File: src/hdl/gcsm_pkg.sv
// Constants shared by the glitchless clock switch mux design.
// Assumes a single 125 MHz sampling clock; both sources are sampled levels.
`default_nettype none

package gcsm_pkg;
    // Sampling clock period in picoseconds
    localparam int unsigned CLK_PERIOD_PS   = 8000;
    // Internal power-on reset time in nanoseconds
    localparam int unsigned POR_TIME_NS     = 1000;
    // Power-on reset length in clock cycles (rounded up, at least one)
    localparam int unsigned POR_CYCLES      =
        ((POR_TIME_NS * 1000 + CLK_PERIOD_PS - 1) / CLK_PERIOD_PS < 1) ? 1 :
        (POR_TIME_NS * 1000 + CLK_PERIOD_PS - 1) / CLK_PERIOD_PS;
    // Width of the power-on reset counter
    localparam int unsigned POR_CNT_W       = 12;
    // Longest handover, in cycles of the newly selected clock
    localparam int unsigned HANDOVER_MAX    = 17;
    // Default new-clock rising edges the old clock may still be followed
    localparam int unsigned OLD_PULSE_MAX   = 4;
    // Default new-clock falling edges the output stays low
    localparam int unsigned NEW_LOW_EDGES   = 3;
    // Width of the handover stage counter
    localparam int unsigned STG_CNT_W       = 5;
    // Reset value of the held input levels and of the output
    localparam logic        LEVEL_RST       = 1'b0;
    // Reset value of the source index (first clock pair)
    localparam logic        SRC_RST         = 1'b0;

    // Handover states, one-hot
    typedef enum logic [2:0] {
        GCSM_FOLLOW = 3'b001, // Output follows the active source
        GCSM_DRAIN  = 3'b010, // Old source still followed until it falls
        GCSM_HOLD   = 3'b100  // Output parked low, counting new falls
    } gcsm_state_t;
endpackage : gcsm_pkg

`default_nettype wire

File: src/hdl/gcsm_mux.sv
// Glitchless two-source clock switch: staged handover or plain multiplexer.
// Assumes sources, select and strap are synchronous to mclk.
`default_nettype none

module gcsm_mux #(
    parameter int unsigned OLD_MAX   = gcsm_pkg::OLD_PULSE_MAX,
    parameter int unsigned LOW_EDGES = gcsm_pkg::NEW_LOW_EDGES,
    parameter int unsigned POR_LEN   = gcsm_pkg::POR_CYCLES
) (
    input  wire logic mclk,                    // Sampling clock, 125 MHz
    input  wire logic rst,                     // Asynchronous reset
    input  wire logic ce,                      // Clock enable
    input  wire logic first_clock_pair,        // First source level
    input  wire logic second_clock_pair,       // Second source level
    input  wire logic first_low_swing_guard,   // First source invalid
    input  wire logic second_low_swing_guard,  // Second source invalid
    input  wire logic sel,                     // Source select
    input  wire logic startup_delay_pin,       // High: tied to supply
    output logic      clk_out_ff,              // Switched clock output
    output logic      por_done_ff,             // Power-on reset finished
    output logic      busy_ff                  // Handover in progress
);
    import gcsm_pkg::*;

    // Parameter checks at elaboration
    generate
        if (OLD_MAX < 1 || LOW_EDGES < 1 ||
            OLD_MAX + LOW_EDGES + 2 > HANDOVER_MAX) begin : g_bad_stage
            $error("Handover stages exceed the handover bound");
        end
        if (POR_LEN < 1 || POR_LEN >= (1 << POR_CNT_W)) begin : g_bad_por
            $error("Power-on reset length does not fit its counter");
        end
    endgenerate

    localparam logic [STG_CNT_W-1:0] OLD_LAST =
        STG_CNT_W'(OLD_MAX - 1);           // Last old-clock count
    localparam logic [STG_CNT_W-1:0] LOW_LAST =
        STG_CNT_W'(LOW_EDGES - 1);         // Last low-hold count
    localparam logic [POR_CNT_W-1:0] POR_LAST =
        POR_CNT_W'(POR_LEN - 1);           // Last power-on count

    logic [1:0]           raw_clk;         // Both source levels
    logic [1:0]           raw_guard;       // Both amplitude flags
    logic [1:0]           lvl;             // Held valid levels
    logic [1:0]           rise;            // Rising edge pulses
    logic [1:0]           fall;            // Falling edge pulses
    gcsm_state_t          state_ff;        // Handover state
    logic                 active_ff;       // Source being followed
    logic                 target_ff;       // Source being moved to
    logic                 bypass_ff;       // Suppression off
    logic [STG_CNT_W-1:0] stg_cnt_ff;      // Stage edge counter
    logic [POR_CNT_W-1:0] por_cnt_ff;      // Power-on counter

    // Pick one bit of a source pair by index
    function automatic logic pick(input logic [1:0] v, input logic idx);
        pick = idx ? v[1] : v[0];
    endfunction : pick

    assign raw_clk   = {second_clock_pair, first_clock_pair};
    assign raw_guard = {second_low_swing_guard, first_low_swing_guard};

    genvar gi;
    generate
        for (gi = 0; gi < 2; gi++) begin : g_src
            gcsm_level_hold u_hold (
                .mclk   (mclk),
                .rst    (rst),
                .ce     (ce),
                .clk_in (raw_clk[gi]),
                .guard  (raw_guard[gi]),
                .lvl_ff (lvl[gi]),
                .rise_ff(rise[gi]),
                .fall_ff(fall[gi])
            );
        end
    endgenerate

    always_ff @(posedge mclk or posedge rst) begin
        if (rst) begin
            por_cnt_ff  <= '0;
            por_done_ff <= 1'b0;
        end else if (ce && !por_done_ff) begin
            // Count out the start-up delay, then release
            if (por_cnt_ff == POR_LAST) begin
                por_done_ff <= 1'b1;
            end else begin
                por_cnt_ff <= por_cnt_ff + POR_CNT_W'(1);
            end
        end
    end

    always_ff @(posedge mclk or posedge rst) begin
        if (rst) begin
            bypass_ff <= 1'b0;
        end else if (ce && !por_done_ff) begin
            // Strap sampled throughout start-up, frozen afterwards
            bypass_ff <= startup_delay_pin;
        end
    end

    // Handover state machine
    always_ff @(posedge mclk or posedge rst) begin
        if (rst) begin
            state_ff   <= GCSM_FOLLOW;
            active_ff  <= SRC_RST;
            target_ff  <= SRC_RST;
            stg_cnt_ff <= '0;
        end else if (ce) begin
            if (!por_done_ff) begin
                active_ff  <= sel;
                target_ff  <= sel;
                state_ff   <= GCSM_FOLLOW;
                stg_cnt_ff <= '0;
            end else if (bypass_ff) begin
                active_ff <= sel;
                target_ff <= sel;
                state_ff  <= GCSM_FOLLOW;
            end else begin
                case (state_ff)
                    GCSM_FOLLOW: begin
                        // New selection starts a handover
                        if (sel != active_ff) begin
                            target_ff  <= sel;
                            stg_cnt_ff <= '0;
                            state_ff   <= GCSM_DRAIN;
                        end
                    end
                    GCSM_DRAIN: begin
                        if (!pick(lvl, active_ff)) begin
                            stg_cnt_ff <= '0;
                            state_ff   <= GCSM_HOLD;
                        end else if (stg_cnt_ff == OLD_LAST) begin
                            // stuck high drops on new fall
                            if (pick(fall, target_ff)) begin
                                stg_cnt_ff <= '0;
                                state_ff   <= GCSM_HOLD;
                            end
                        end else if (pick(rise, target_ff)) begin
                            stg_cnt_ff <= stg_cnt_ff + STG_CNT_W'(1);
                        end
                    end
                    GCSM_HOLD: begin
                        if (pick(fall, target_ff)) begin
                            if (stg_cnt_ff == LOW_LAST) begin
                                active_ff <= target_ff;
                                state_ff  <= GCSM_FOLLOW;
                            end else begin
                                stg_cnt_ff <= stg_cnt_ff + STG_CNT_W'(1);
                            end
                        end
                    end
                    default: begin
                        // Recover from an illegal code
                        state_ff   <= GCSM_FOLLOW;
                        stg_cnt_ff <= '0;
                    end
                endcase
            end
        end
    end

    // Output clock drive
    always_ff @(posedge mclk or posedge rst) begin
        if (rst) begin
            clk_out_ff <= LEVEL_RST;
        end else if (ce) begin
            if (!por_done_ff) begin
                // Quiet while starting up
                clk_out_ff <= LEVEL_RST;
            end else if (bypass_ff) begin
                clk_out_ff <= pick(lvl, sel);
            end else begin
                case (state_ff)
                    GCSM_FOLLOW: clk_out_ff <= pick(lvl, active_ff);
                    GCSM_DRAIN: begin
                        // old high kept until a new fall
                        if (stg_cnt_ff == OLD_LAST && pick(fall, target_ff)) begin
                            clk_out_ff <= 1'b0;
                        end else begin
                            clk_out_ff <= pick(lvl, active_ff);
                        end
                    end
                    GCSM_HOLD:   clk_out_ff <= 1'b0;
                    default:     clk_out_ff <= 1'b0;
                endcase
            end
        end
    end

    // Busy flag: high while a handover is in flight
    always_ff @(posedge mclk or posedge rst) begin
        if (rst) begin
            busy_ff <= 1'b0;
        end else if (ce) begin
            busy_ff <= por_done_ff && !bypass_ff &&
                       (state_ff != GCSM_FOLLOW || sel != active_ff);
        end
    end
endmodule : gcsm_mux

`default_nettype wire

File: src/hdl/gcsm_level_hold.sv
// One input stage: holds the last valid level of a source clock and flags
// its edges. Assumes the source is synchronous to mclk.
`default_nettype none

module gcsm_level_hold (
    input  wire logic mclk,        // Sampling clock
    input  wire logic rst,         // Asynchronous reset, active high
    input  wire logic ce,          // Clock enable, freezes state when low
    input  wire logic clk_in,      // Sampled source clock level
    input  wire logic guard,       // Source below valid amplitude
    output logic      lvl_ff,      // Last valid level
    output logic      rise_ff,     // One-cycle pulse on rising edge
    output logic      fall_ff      // One-cycle pulse on falling edge
);
    import gcsm_pkg::*;

    logic nxt_lvl;                 // Level to hold next

    always_comb begin
        nxt_lvl = guard ? lvl_ff : clk_in;
    end

    // Held level and edge flags
    always_ff @(posedge mclk or posedge rst) begin
        if (rst) begin
            lvl_ff  <= LEVEL_RST;
            rise_ff <= 1'b0;
            fall_ff <= 1'b0;
        end else if (ce) begin
            lvl_ff  <= nxt_lvl;
            rise_ff <= nxt_lvl & ~lvl_ff;
            fall_ff <= ~nxt_lvl & lvl_ff;
        end
    end
endmodule : gcsm_level_hold

`default_nettype wire

File: config.mk
export PLATFORM = sky130hd
export DESIGN_NAME = gcsm_mux
export DESIGN_NICKNAME = d
export VERILOG_FILES = /design/src/hdl/gcsm_pkg.sv /design/src/hdl/gcsm_mux.sv /design/src/hdl/gcsm_level_hold.sv
export SDC_FILE = /design/constraint.sdc
export NUM_CORES = 1
export LEC_CHECK = 0
export BUFFER_PORTS_ARGS = -buffer_cell sky130_fd_sc_hd__buf_2
export CAP_MARGIN = 20
export CORE_UTILIZATION = 41
export CTS_BUF_LIST = sky130_fd_sc_hd__clkbuf_2 sky130_fd_sc_hd__clkbuf_4 sky130_fd_sc_hd__clkbuf_8
export DETAILED_ROUTE_END_ITERATION = 12
export GPL_TIMING_DRIVEN = 0
export SYNTH_ARGS = -nofsm -noshare
export SYNTH_HDL_FRONTEND = slang
export SYNTH_HIERARCHICAL = 1
export SYNTH_SLANG_ARGS = --single-unit
File: constraint.sdc
create_clock -name mclk -period 2.82 [get_ports mclk]
set_input_delay 0.282 -clock mclk [delete_from_list [all_inputs] [get_ports mclk]]
set_output_delay 0.282 -clock mclk [all_outputs]
set_load 0.005 [all_outputs]
Yosys cells after proc, flatten, opt, wreduce, memory -nomap -nowiden
Cells that the tools add are included.
Cells by class
  add/sub/neg operators: 2
  eq/ne operators: 24
  muxes and demuxes: 38
  bitwise logic cells: 9
  reductions and logical operators: 13
Operators with widths (number)
  5-bit 2-to-1 mux: 9
  3-bit 2-to-1 mux: 8
  5-bit != test (second input constant): 4
  1-bit 2-to-1 mux: 18
  3-bit by 1-bit != test with 1-bit output (second input constant): 6
  5-bit one-hot mux with 3 select lines: 1
  12-bit by 1-bit adder with 12-bit output (second input constant): 1
  12-bit by 7-bit == test with 1-bit output (second input constant): 1
  4-bit != test (second input constant): 3
  5-bit by 2-bit == test with 1-bit output (second input constant): 2
  3-bit != test (second input constant): 3
  3-bit one-hot mux with 3 select lines: 1
  7-bit AND reduction: 1
  6-bit AND reduction: 1
  5-bit by 1-bit adder with 5-bit output (second input constant): 1
  1-bit NOT: 5
  1-bit bitwise AND: 4
  1-bit logical AND: 4
  2-bit AND reduction: 2
  4-bit AND reduction: 1
  3-bit by 1-bit == test with 1-bit output (second input constant): 1
  3-bit by 2-bit == test with 1-bit output (second input constant): 1
  3-bit == test (second input constant): 1
  3-bit AND reduction: 1
  5 further kinds: 6
Word-level totals
  flip-flop bits (word level): 32
  input port bits: 9
  output and inout bits: 3
  logic and storage cells: 101

Depth between registers and ports, before layout
Gate-level depths: netlist of run 1.
  word-level depth: 7
  depth in mapped cells: 7
  gate-level depth less buffers: 7

Hierarchy
The synthesis of run 1 kept the hierarchy.
Modules (own cells, without submodules)
  gcsm_mux: instances 1, cells each 148, area an instance 1470.2 sq um, seq. area each 651.9 sq um
  gcsm_level_hold: instances 2, cells each 11, area an instance 142.6 sq um, seq. area each 75.1 sq um

Worst setup path after synthesis of run 1
No wires, ideal clock.
  path kind: register -> register
  start: reg stg_cnt_ff[0]
  end: reg stg_cnt_ff[2]
  library setup time: 0.124 ns
  data arrival time: 1.967 ns
  data required time: 2.696 ns
  slack: 0.729 ns
  cell stages (with the launch flop): 7
  buffers on the path: 0
  period minus slack after synthesis: 2.091 ns
  path through: dfrtp_1 -> ha_1 -> or4b_4 -> mux2i_1 -> o2111ai_2 -> o21a_4 -> a211o_1
Between the ends
  word-level cells in the longest chain between the ends: 7
  elaborated cells on any way between the ends: 15
  those cells by class: add/sub (1); eq/ne (5); mux (8); reduce/logical (1)
Ends and longest elaborated chain
  start, declared: line gcsm_mux.sv:52  | logic [STG_CNT_W-1:0] stg_cnt_ff;
  start signal, assigned: line gcsm_mux.sv:140  | stg_cnt_ff <= stg_cnt_ff + STG_CNT_W'(1);
  start signal, assigned: line gcsm_mux.sv:149  | stg_cnt_ff <= stg_cnt_ff + STG_CNT_W'(1);
  5-bit by 1-bit adder with 5-bit output: line gcsm_mux.sv:140, gcsm_mux.sv:149
  5-bit 2-to-1 mux: line gcsm_mux.sv:139  | end else if (pick(rise, target_ff)) begin
  5-bit 2-to-1 mux: line gcsm_mux.sv:133  | end else if (stg_cnt_ff == OLD_LAST) begin
  5-bit 2-to-1 mux: line gcsm_mux.sv:130  | if (!pick(lvl, active_ff)) begin
  5-bit one-hot mux with 3 select lines: line gcsm_mux.sv:120  | case (state_ff)
  5-bit 2-to-1 mux: line gcsm_mux.sv:115  | end else if (bypass_ff) begin
  5-bit 2-to-1 mux: line gcsm_mux.sv:110  | if (!por_done_ff) begin
Several ways; a longest one is shown, not always the timed one. The select of a mux whose other input is x is not followed.
A chain may end at the register's enable or synchronous reset.

Worst setup path in the final report of run 1
  start: reg stg_cnt_ff[0]
  end: reg stg_cnt_ff[4]
Same word-level chain as after synthesis.

==> metrics.yaml, run 1 <==
status: "completed"
nFillCells: 373
design_area_um2: 2009
start_kind: "flop"
yosys.area.top_type: "dfrtp_1"
synthCells: 170
cts_tree: "yes"
min_period_ns: 2.310
clkSinkCount: 32
dp_hpwl_um: 2485
start_util: 0.4326
drive_gt1_frac: 0.1728
max_freq_mhz: 432.9
clkTransAtPathRegs_ns: 0.07
synth_top_area_frac: 0.4419
io_buffers: 11
clock_tree.buffer_depth: 2
synthesis.nets: 183
drtIter0Drc: 83
ys.flop_type: "dfrtp_1"
async_flop_share: 1.000
die_area_um2: 4547
die_w_um: 67.44
syn_area_per_cell_um2: 10.33
slowest_delay_ns: 0.50
placed_area_um2: 1873
maxSlewHeadroom: 0.4724
drt.antenna.violating_nets: 0
syn_to_final_growth_pct: 14.47
finalSetupTns_ns: 0
drc: 0
synth.distinct_cells: 44
fin_skew_ns: 0.005663
grt_pass1_wl_um: 5802
holdCritPathClass: "primary input to flop"
powerDensity_nw_per_um2: 599.6
grt_antenna_before_repair: 0
postCtsSetupRepairBufs: 0
p_leak_nw: 0.9207
die_h_um: 67.44
cp-end-kind: "flop"
grt_overflow_total: 0
tightest_slew_ns: 0.7897
grt_usage: 0.1763
nNetsFinal: 203
crit_slowest_cell: "or4b_4"
htree_levels: 2
rsz0062_at_grt: "false"
crit_arrival_ns: 2.47
synth_area_leaders: "dfrtp_1 (44%), xnor2_1 (5.5%), nand2_1 (3.0%), ha_1 (2.9%), inv_1 (2.6%)"
post_drt_via_cell_ratio: 5.693
clock_latency_ns: 0.28
yosysWarnings: 6
numCtsBuffers: 5
io_pins: 12
num_rows: 23
path_max_fanout: 7
drv_slew: 0
setup_violations: 0
drv_cap: 0
cp.required_ns: 2.98
wirelength_um: 3417
wl_per_cell_um: 14.18
criticalPathCategory: "flop to flop"
cts-root-buf: "clkbuf_8"
insertedDiodeCount: 0
grt_pass1_vias: 1270
synth_seq_cells: 32
cp_cell_sequence: "ha_1 > or4b_4 > and3_1 > o21ai_1 > nor4_1 > a211o_1"
gp_congestion: 0.7923
vias: 1372
synth-seq-area-share: 0.4569
peakVddDrop_v: 0.0004179
synth_edf_count: 0
hold_violations: 0
grt_max_degree: 27
firstDrtPassIters: 4
period_share: 0.8191
coreArea_um2: 4058
syn-cell-area_um2: 1755
==> cells in the final DEF (no fill, tap or decap), types with 6 or more instances in the layout <==
master	n
inv_1	12
dfrtp_1	31
nand3_1	6
nor3b_1	6
nand2_1	14
a21oi_1	6
nand4_1	6
buf_2	11
xnor2_1	11
o21ai_0	8
==> layout make-up <==
type / instances / area [um^2] / share of cell area
Inverter: 12 / 45.04 / 0.02242
Clock buffer: 5 / 68.82 / 0.03425
Timing Repair Buffer: 13 / 80.08 / 0.03985
Sequential cell: 32 / 802.0 / 0.3991
Multi-Input combinational cell: 123 / 897.1 / 0.4464
Tap cell: 50 / 62.56 / 0.03113
Buffer: 3 / 11.26 / 0.005604
Clock inverter: 3 / 42.54 / 0.02117
==> cell families (layout without fill, tap and decap cells) <==
family                     count (synthesis)  after routing  synth area share
and+or+nand+nor                           60             60            0.2067
AOI/OAI and AO/OA                         37             37            0.1504
DFF                                       32             32            0.4569
buffers and inverters                     15             36           0.03207
xor gates and xnor gates                  12             12           0.05987
muxes                                     10             10           0.06557
adders and majority gates                  4              4           0.02851
==> sequential cells by signal (all words and copies together) (netlist names) <==
register and flops:
busy_ff 1, clk_out_ff 1, g_src.u_hold/lvl_ff 2, stg_cnt_ff 5, bypass_ff 1, g_src.u_hold/fall_ff 2, target_ff 1, por_cnt_ff 12
state_ff 3, g_src.u_hold/rise_ff 2, active_ff 1, por_done_ff 1
==> synth_stat cells (2+ instances only) <==
cell	n
inv_1	12
o21ai_1	3
a21oi_1	6
nand3_1	6
nor2_1	5
nand4_1	6
xnor2_1	11
mux2_2	4
mux2_4	2
nor3_1	3
and4_1	2
nand2_1	14
a41oi_1	2
ha_1	4
nor2b_4	2
mux2i_1	4
o32ai_1	2
and3_1	3
clkbuf_1	3
nor4b_1	3
nor3b_1	6
a211o_1	2
dfrtp_1	31
o21ai_0	8
a22o_1	2
a21o_1	3
nor4_1	2
nand2b_1	3
==> what timing repair did <==
action,4_1_cts,5_1_grt
hold buffers,1,0
resized for setup,0,0
endpoints found under the hold margin,6,0
==> layer usage <==
| metal | GRT usage | routed length (um) | vias up |
|---|---|---|---|
| li1 | - | - | 663 |
| met1 | 0.2269 | 1699 | 679 |
| met2 | 0.2725 | 1567 | 26 |
| met3 | 0.04730 | 105 | 4 |
| met4 | 0.08511 | 44 | 0 |
| met5 | 0 | 0 | - |
==> power breakdown <==
part           switching [mW]  internal, mW  leakage [nW]
logic                   0.107        0.0951         0.448
registers              0.0531         0.516         0.419
clock network           0.172         0.261        0.0541
total                   0.332         0.873         0.921
==> per-stage QoR <==
step | utilization | worst slack (ns) | cells | total power, mW | hold WS [ns]
after floorplan | - | 0.7293 | 170 | 0.7179 | 0.03564
after global placement | 0.4616 | 0.5978 | 231 | 0.7656 | 0.1649
after detailed placement | 0.4616 | 0.5315 | 231 | 0.7754 | 0.1669
after CTS | 0.4915 | 0.5105 | 240 | 1.214 | 0.2184
after global routing | 0.4952 | 0.3901 | 241 | 1.281 | 0.2065
final | 0.4952 | 0.5100 | 241 | 1.205 | 0.2189
==> critical path: cells and delay by family (launching register included) <==
family	cells	cell delay, ns
AND/OR/NAND/NOR	3	0.82
AO/OA/AOI/OAI	2	0.73
flip-flops	1	0.41
adder cells (fa/ha/maj)	1	0.24
==> final timing paths <==
| path | slack [ns] | from | to | depth (start not counted) |
|---|---|---|---|---|
| max reg2reg | 0.51 | stg_cnt_ff[0] | stg_cnt_ff[4] | 6 |
| max in group asynchronous | 1.73 | rst | por_cnt_ff[6] | 4 |
| min reg2reg | 0.47 | por_cnt_ff[5] | por_cnt_ff[5] | 1 |
| min | 0.22 | second_clock_pair | g_src[1].u_hold/fall_ff | 2 |
| max | 0.51 | stg_cnt_ff[0] | stg_cnt_ff[4] | 6 |
| min in group asynchronous | 0.42 | rst | g_src[1].u_hold/fall_ff | 3 |
Note: power is estimated with default switching activity, not from simulation.
==> run 2, diff against run 1 <==
ABC_AREA = 1   (was unset)
clock period = 1.9 ns   (was 2.82 ns; I/O delays follow)
==> run 2 against run 1 <==
Compared with the run above:
- largest cell class unchanged
- critical path depth up 2
- clock power up 31%
- synthesized area up 19%
- fmax up 50%
==> metrics.yaml, run 2 <==
status: "completed"
crit_slowest_cell: "dfrtp_1"
cp-end-kind: "flop"
yosysWarnings: 6  # unchanged
syn_to_final_growth_pct: 13.15
largest_reg_flops: 12  # unchanged
p_leak_nw: 1.174  # +28%
nFillCells: 517  # +39%
grt_pass1_wl_um: 7452  # +28%
numCtsBuffers: 5  # unchanged
grt_usage: 0.1818  # +0.005537
cts_resized: 0  # unchanged
start_kind: "flop"
cts_tree: "yes"
die_w_um: 73.31  # +8.7%
die_h_um: 73.31  # +8.7%
num_rows: 25  # +8.7%
synth-seq-area-share: 0.3848  # -0.07212
drtIter0Drc: 93  # +12%
synth_seq_cells: 32  # unchanged
synthMostInstantiatedCell: "nand2_1"
final_cell_count_no_fill: 374  # +55%
nNetsFinal: 319  # +57%
wl_per_cell_um: 11.14  # -21%
rsz0062_at_grt: "false"
pre_cts_slack_ns: 0.3755  # -0.1559 ns
synth_commonest_cells: "nand2_1 (97), inv_1 (33), dfrtp_1 (31)"
clkTransAtPathRegs_ns: 0.07  # about the same
grt_overflow_total: 0  # unchanged
ys.flop_type: "dfrtp_1"
crit_buf_inv: 3  # +3
async_flop_share: 1.000  # unchanged
min_period_ns: 1.545  # -0.7655 ns
htree_levels: 2  # unchanged
vias: 1763  # +28%
drt.antenna.violating_nets: 0  # unchanged
max_freq_mhz: 647.5  # +50%
power_frac_comb: 0.174  # +0.006
die_area_um2: 5374  # +18%
maxSlewHeadroom: 0.7461  # +0.2737
finalSetupTns_ns: 0  # unchanged
grt_max_degree: 27  # unchanged
drive_gt1_frac: 0.1824  # +0.009636
peakVddDrop_v: 0.0003808  # -8.9%
drv_slew: 0  # unchanged
path_max_fanout: 10  # +3
clock_latency_ns: 0.28  # about the same
hold_violations: 0  # unchanged
switching_share: 0.2972  # +0.02142
tightest_slew_ns: 0.3792  # -0.4105 ns
p_int_mw: 1.152  # +32%
period_share: 0.8129  # -0.006244
regMostFlops: "por_cnt_ff"
wirelength_um: 4168  # +22%
io_buffers: 11  # unchanged
dp_hpwl_um: 3077  # +24%
setup_violations: 0  # unchanged
power_frac_clock: 0.347  # -0.013
switchingPower_mw: 0.4871  # +47%
insertedDiodeCount: 0  # unchanged
syn_area_per_cell_um2: 7.288  # -29%
most-common-layout-cells: "nand2_1 (97), inv_1 (33), dfrtp_1 (31), nand3_1 (22), nor2_1 (18)"
syn-cell-area_um2: 2084  # +19%
finish.utilization: 0.4896  # -0.005610
placedCellCount: 364  # +58%
powerDensity_nw_per_um2: 695.0  # +16%
largestRegisters: "por_cnt_ff x12, stg_cnt_ff x5, state_ff x3"
slowest_delay_ns: 0.45  # -0.05 ns
clkSinkCount: 32  # unchanged
cp_top_family: "flip-flops"
final_common_cell: "nand2_1"
coreArea_um2: 4817  # +19%
io_pins: 12  # unchanged
setup_slack_ns: 0.3555  # -0.1545 ns
yosys.area.top_type: "dfrtp_1"
firstDrtPassIters: 4  # unchanged
cp.required_ns: 2.07  # -0.91 ns
synth_edf_count: 0  # unchanged
grt_antenna_before_repair: 0  # unchanged
fin_skew_ns: 0.003813  # -0.001849 ns
criticalPathCategory: "flop to flop"
synth_area_leaders: "dfrtp_1 (37%), nand2_1 (17%), inv_1 (5.9%), nand3_1 (5.3%), o21ai_2 (3.4%)"
clock_tree.buffer_depth: 2  # unchanged
crit_arrival_ns: 1.71  # -0.76 ns
synthCells: 286  # +68%
drv_cap: 0  # unchanged
p_seq_frac: 0.479  # +0.006
cts-root-buf: "clkbuf_8"
power_mw: 1.639  # +36%
grt_pass1_vias: 1656  # +30%
cp_cell_sequence: "inv_2 > ha_1 > inv_1 > nor2_1 > nand2_1 > o21a_1 > buf_6 > xor2_1"
gp_congestion: 0.8856  # +12%
start_util: 0.4327  # about the same
drc: 0  # unchanged
synth.distinct_cells: 34  # -23%
holdCritPathClass: "primary input to flop"
post_drt_via_cell_ratio: 4.714  # -17%
synth_top_area_frac: 0.3721  # -0.06976
synthesis.nets: 299  # +63%
## run 2: cell types whose count changed after synthesis, sizes merged, moves of 4 or more
cell   change
xnor2     -10
nand2     +87
nand3     +18
o21ai      +9
buf        +4
mux2       -6
nor2      +17
nor3b      -5
mux2i      -4
xor2       +7
inv       +30
## run 2: final timing paths
kind,end,from,depth (start not counted),slack (ns)
max,por_cnt_ff[0],por_cnt_ff[0],8,0.36
min in group asynchronous,g_src[1].u_hold/rise_ff,rst,3,0.33
min reg2reg,por_cnt_ff[11],por_cnt_ff[11],2,0.49
min,bypass_ff,startup_delay_pin,3,0.13
max reg2reg,por_cnt_ff[0],por_cnt_ff[0],8,0.36
max in group asynchronous,state_ff[0],rst,4,1.03
## run 2: routing by layer
| metal | global-route usage | part of all wire |
|---|---|---|
| met5 | 0 | 0 |
| met4 | 0.07479 | 0.025 |
| met3 | 0.04390 | 0.027 |
| met2 | 0.2726 | 0.43 |
| met1 | 0.2515 | 0.51 |
## run 2: worst register-to-register path, stage by stage, from the launching register on
cell and delay (ns):
dfrtp_1 0.45, inv_2 0.09, ha_1 0.14, inv_1 0.04, nor2_1 0.10, nand2_1 0.10
o21a_1 0.22, buf_6 0.16, xor2_1 0.14
## run 2: final cells by class
type / instances / area (um^2) / area share
clock inverters: 1 / 7.507 / 0.003183
inverters: 42 / 160.2 / 0.06790
plain buffers: 4 / 41.29 / 0.01751
repair buffers: 13 / 92.59 / 0.03926
multi-input cells: 208 / 1081 / 0.4584
well taps: 67 / 83.83 / 0.03554
flip-flops and latches: 32 / 802.0 / 0.3401
clock buffers: 7 / 90.09 / 0.03820
## run 2: kinds of logic after synthesis
logic type	Yosys count	share of synthesized area
compound gates	32	0.09604
xor+xnor	9	0.03782
fa+ha+maj	4	0.02401
buf+inv	46	0.09664
flops	32	0.3848
simple gates	163	0.3607
## run 2: what timing repair did
action / in CTS / in global routing
buffers inserted: 0 / 0
endpoints found under the hold margin: 6 / 0
hold buffers: 1 / 0
## run 2: power groups by stage
stage	Combinational, mW	Clock, mW	Sequential (mW)
floorplan	0.212	0	0.786
global placement	0.277	0	0.795
detailed placement	0.280	0	0.796
CTS	0.282	0.592	0.784
global route	0.331	0.622	0.793
finish	0.286	0.569	0.785
## run 2: through the flow
stage	instance area, um^2	hold WS, ns
after floorplan	2085	-0.05636
after global placement	2223	0.07755
after detailed placement	2223	0.07594
after CTS	2331	0.1238
after global routing	2359	0.1433
final	2359	0.1308
==> run 3, diff against run 2 <==
ABC_AREA = 0   (was 1)
clock period = 1.3 ns   (was 1.9 ns; I/O delays follow)
==> run 3 against run 2 <==
Compared with the run above:
- the run now ends with negative setup slack left
- critical path depth shrank 1
- clock power grew 66%
- critical path type unchanged
- critical endpoint is now stg_cnt_ff[2]
- first-iteration DRC count rose by 53%
- largest cell class unchanged
- clock skew rose by 0.0055 ns
==> metrics.yaml, run 3 (synthesis results as in run 1) <==
setup_violations: 22  # +22
final_common_cell: "dfrtp_1"
gp_congestion: 0.7693  # -13%
drc: 0  # unchanged
crit_arrival_ns: 2.27  # +0.56 ns
cts-root-buf: "clkbuf_8"
setup_slack_ns: -0.8059  # -1.161 ns
largestRegisters: "por_cnt_ff x12, stg_cnt_ff x5, state_ff x3"
grt_pass1_wl_um: 6479  # -13%
power_frac_clock: 0.298  # -0.049
die_w_um: 67.44  # -8.0%
p_seq_frac: 0.385  # -0.094
grt_pass1_vias: 1404  # -15%
clkTransAtPathRegs_ns: 0.07  # about the same
start_util: 0.4326  # about the same
tightest_slew_ns: 0.4938  # +0.1146 ns
p_leak_nw: 1.099  # -6.4%
grt_overflow_total: 0  # unchanged
drv_cap: 0  # unchanged
criticalPathCategory: "flop to flop"
clock_latency_ns: 0.29  # about the same
clock_tree.buffer_depth: 2  # unchanged
grt_max_degree: 27  # unchanged
post_drt_via_cell_ratio: 5.494  # +17%
maxSlewHeadroom: 0.6701  # -0.07601
coreArea_um2: 4058  # -16%
status: "complete, but fails checks"
hold_ws_ns: 0.06855  # -0.06224 ns
num_rows: 23  # -8.0%
insertedDiodeCount: 0  # unchanged
cp-end-kind: "flop"
path_max_fanout: 4  # -6
cp.required_ns: 1.46  # -0.61 ns
die_area_um2: 4547  # -15%
max_freq_mhz: 474.9  # -27%
grt_antenna_before_repair: 0  # unchanged
vias: 1478  # -16%
power_frac_comb: 0.318  # +0.144
most-common-layout-cells: "dfrtp_1 (29), buf_4 (24), buf_2 (11), inv_1 (10), xnor2_1 (9)"
hold_violations: 0  # unchanged
switchingPower_mw: 0.9149  # +88%
drt.antenna.violating_nets: 0  # unchanged
grt_usage: 0.1951  # +0.01323
die_h_um: 67.44  # -8.0%
firstDrtPassIters: 4  # unchanged
regMostFlops: "por_cnt_ff"
wl_per_cell_um: 15.23  # +37%
power_mw: 3.164  # +93%
cts_tree: "yes"
drv_slew: 0  # unchanged
io_buffers: 11  # unchanged
drive_gt1_frac: 0.4566  # +0.2742
syn_to_final_growth_pct: 40.63
holdCritPathClass: "primary input to flop"
clkSinkCount: 32  # unchanged
nNetsFinal: 231  # -28%
io_pins: 12  # unchanged
dp_hpwl_um: 2458  # -20%
fin_skew_ns: 0.009283  # +0.005470 ns
htree_levels: 2  # unchanged
largest_reg_flops: 12  # unchanged
violations: "negative setup slack"
switching_share: 0.2891  # -0.008044
wirelength_um: 4097  # -1.7%
numCtsBuffers: 5  # unchanged
peakVddDrop_v: 0.0008305  # +120%
period_share: 1.620  # +0.8070
start_kind: "flop"
p_int_mw: 2.249  # +95%
drtIter0Drc: 142  # +53%
powerDensity_nw_per_um2: 1282  # +84%
min_period_ns: 2.106  # +0.5614 ns
rsz0062_at_grt: "true"
[run 3: cell count changes in the layout (fill, tap and decap cells not counted), moves of 6 or more]
cell and change:
buf_4 +23, inv_1 -23, inv_2 -6, nand2_1 -89, nand3_1 -17, nor2_1 -13, o21ai_2 -8, xnor2_1 +8
xor2_1 -7
[run 3: power by group through the flow]
stage / combinational (mW) / clock, mW / sequential [mW]
2_1_floorplan: 0.401 / 0 / 1.24
3_3_place_gp: 0.493 / 0 / 1.25
3_5_place_dp: 0.510 / 0 / 1.26
4_1_cts: 0.806 / 0.962 / 1.21
5_1_grt: 1.08 / 1.02 / 1.22
6_report: 1.01 / 0.942 / 1.22
[run 3: stage by stage]
step	instance area (um^2)	utilization	TNS [ns]	instances	worst slack (ns)
global route	2469	0.6084	-10.84	269	-0.8873
finish	2469	0.6084	-9.134	269	-0.8059
floorplan	1821	-	-7.178	170	-0.7907
CTS	2301	0.5671	-8.445	261	-0.7894
detailed placement	1938	0.4776	-10.96	231	-0.9638
global placement	1938	0.4776	-10.06	231	-0.9147
[run 3: path summary, 6_finish.rpt]
path	slack (ns)	startpoint	end	cells after the start
max in group asynchronous	0.32	rst	g_src[1].u_hold/fall_ff	4
worst max-delay path	-0.81	stg_cnt_ff[1]	stg_cnt_ff[2]	7
min in group asynchronous	0.33	rst	target_ff	3
worst min-delay path	0.07	second_clock_pair	g_src[1].u_hold/fall_ff	2
worst min register to register	0.48	por_cnt_ff[11]	por_cnt_ff[11]	1
worst max register to register	-0.81	stg_cnt_ff[1]	stg_cnt_ff[2]	7
[run 3: critical path: stages, from the launching register on]
cell and delay (ns):
dfrtp_1 0.40, ha_4 0.17, or4b_4 0.48, mux2i_2 0.17
o2111ai_2 0.29, buf_4 0.17, nor4b_2 0.04, a211o_1 0.27
[run 3: final cells by class]
type,instances,area [um^2]
multi-input cells,123,1110
clock inverters,3,42.54
inverters,12,45.04
plain buffers,2,7.507
repair buffers,42,327.8
clock buffers,5,68.82
well taps,50,62.56
flip-flops and latches,32,804.5
fillers,312,1589
[run 3: repair_timing]
item | 4_1_cts | 5_1_grt
hold buffers | 1 | 1
setup endpoints to repair | 23 | 25
buffers inserted | 22 | 6
gates resized for setup | 24 | 19
pin swaps | 12 | 15
endpoints found under the hold margin | 6 | 3
gates cloned | 0 | 0
[run 3: routing by layer]
| metal | share of wire | GRT usage | vias up |
|---|---|---|---|
| li1 | - | - | 719 |
| met1 | 0.46 | 0.2561 | 735 |
| met2 | 0.50 | 0.3125 | 20 |
| met3 | 0.035 | 0.04392 | 4 |
| met4 | 0.0073 | 0.07181 | 0 |
| met5 | 0 | 0 | - |
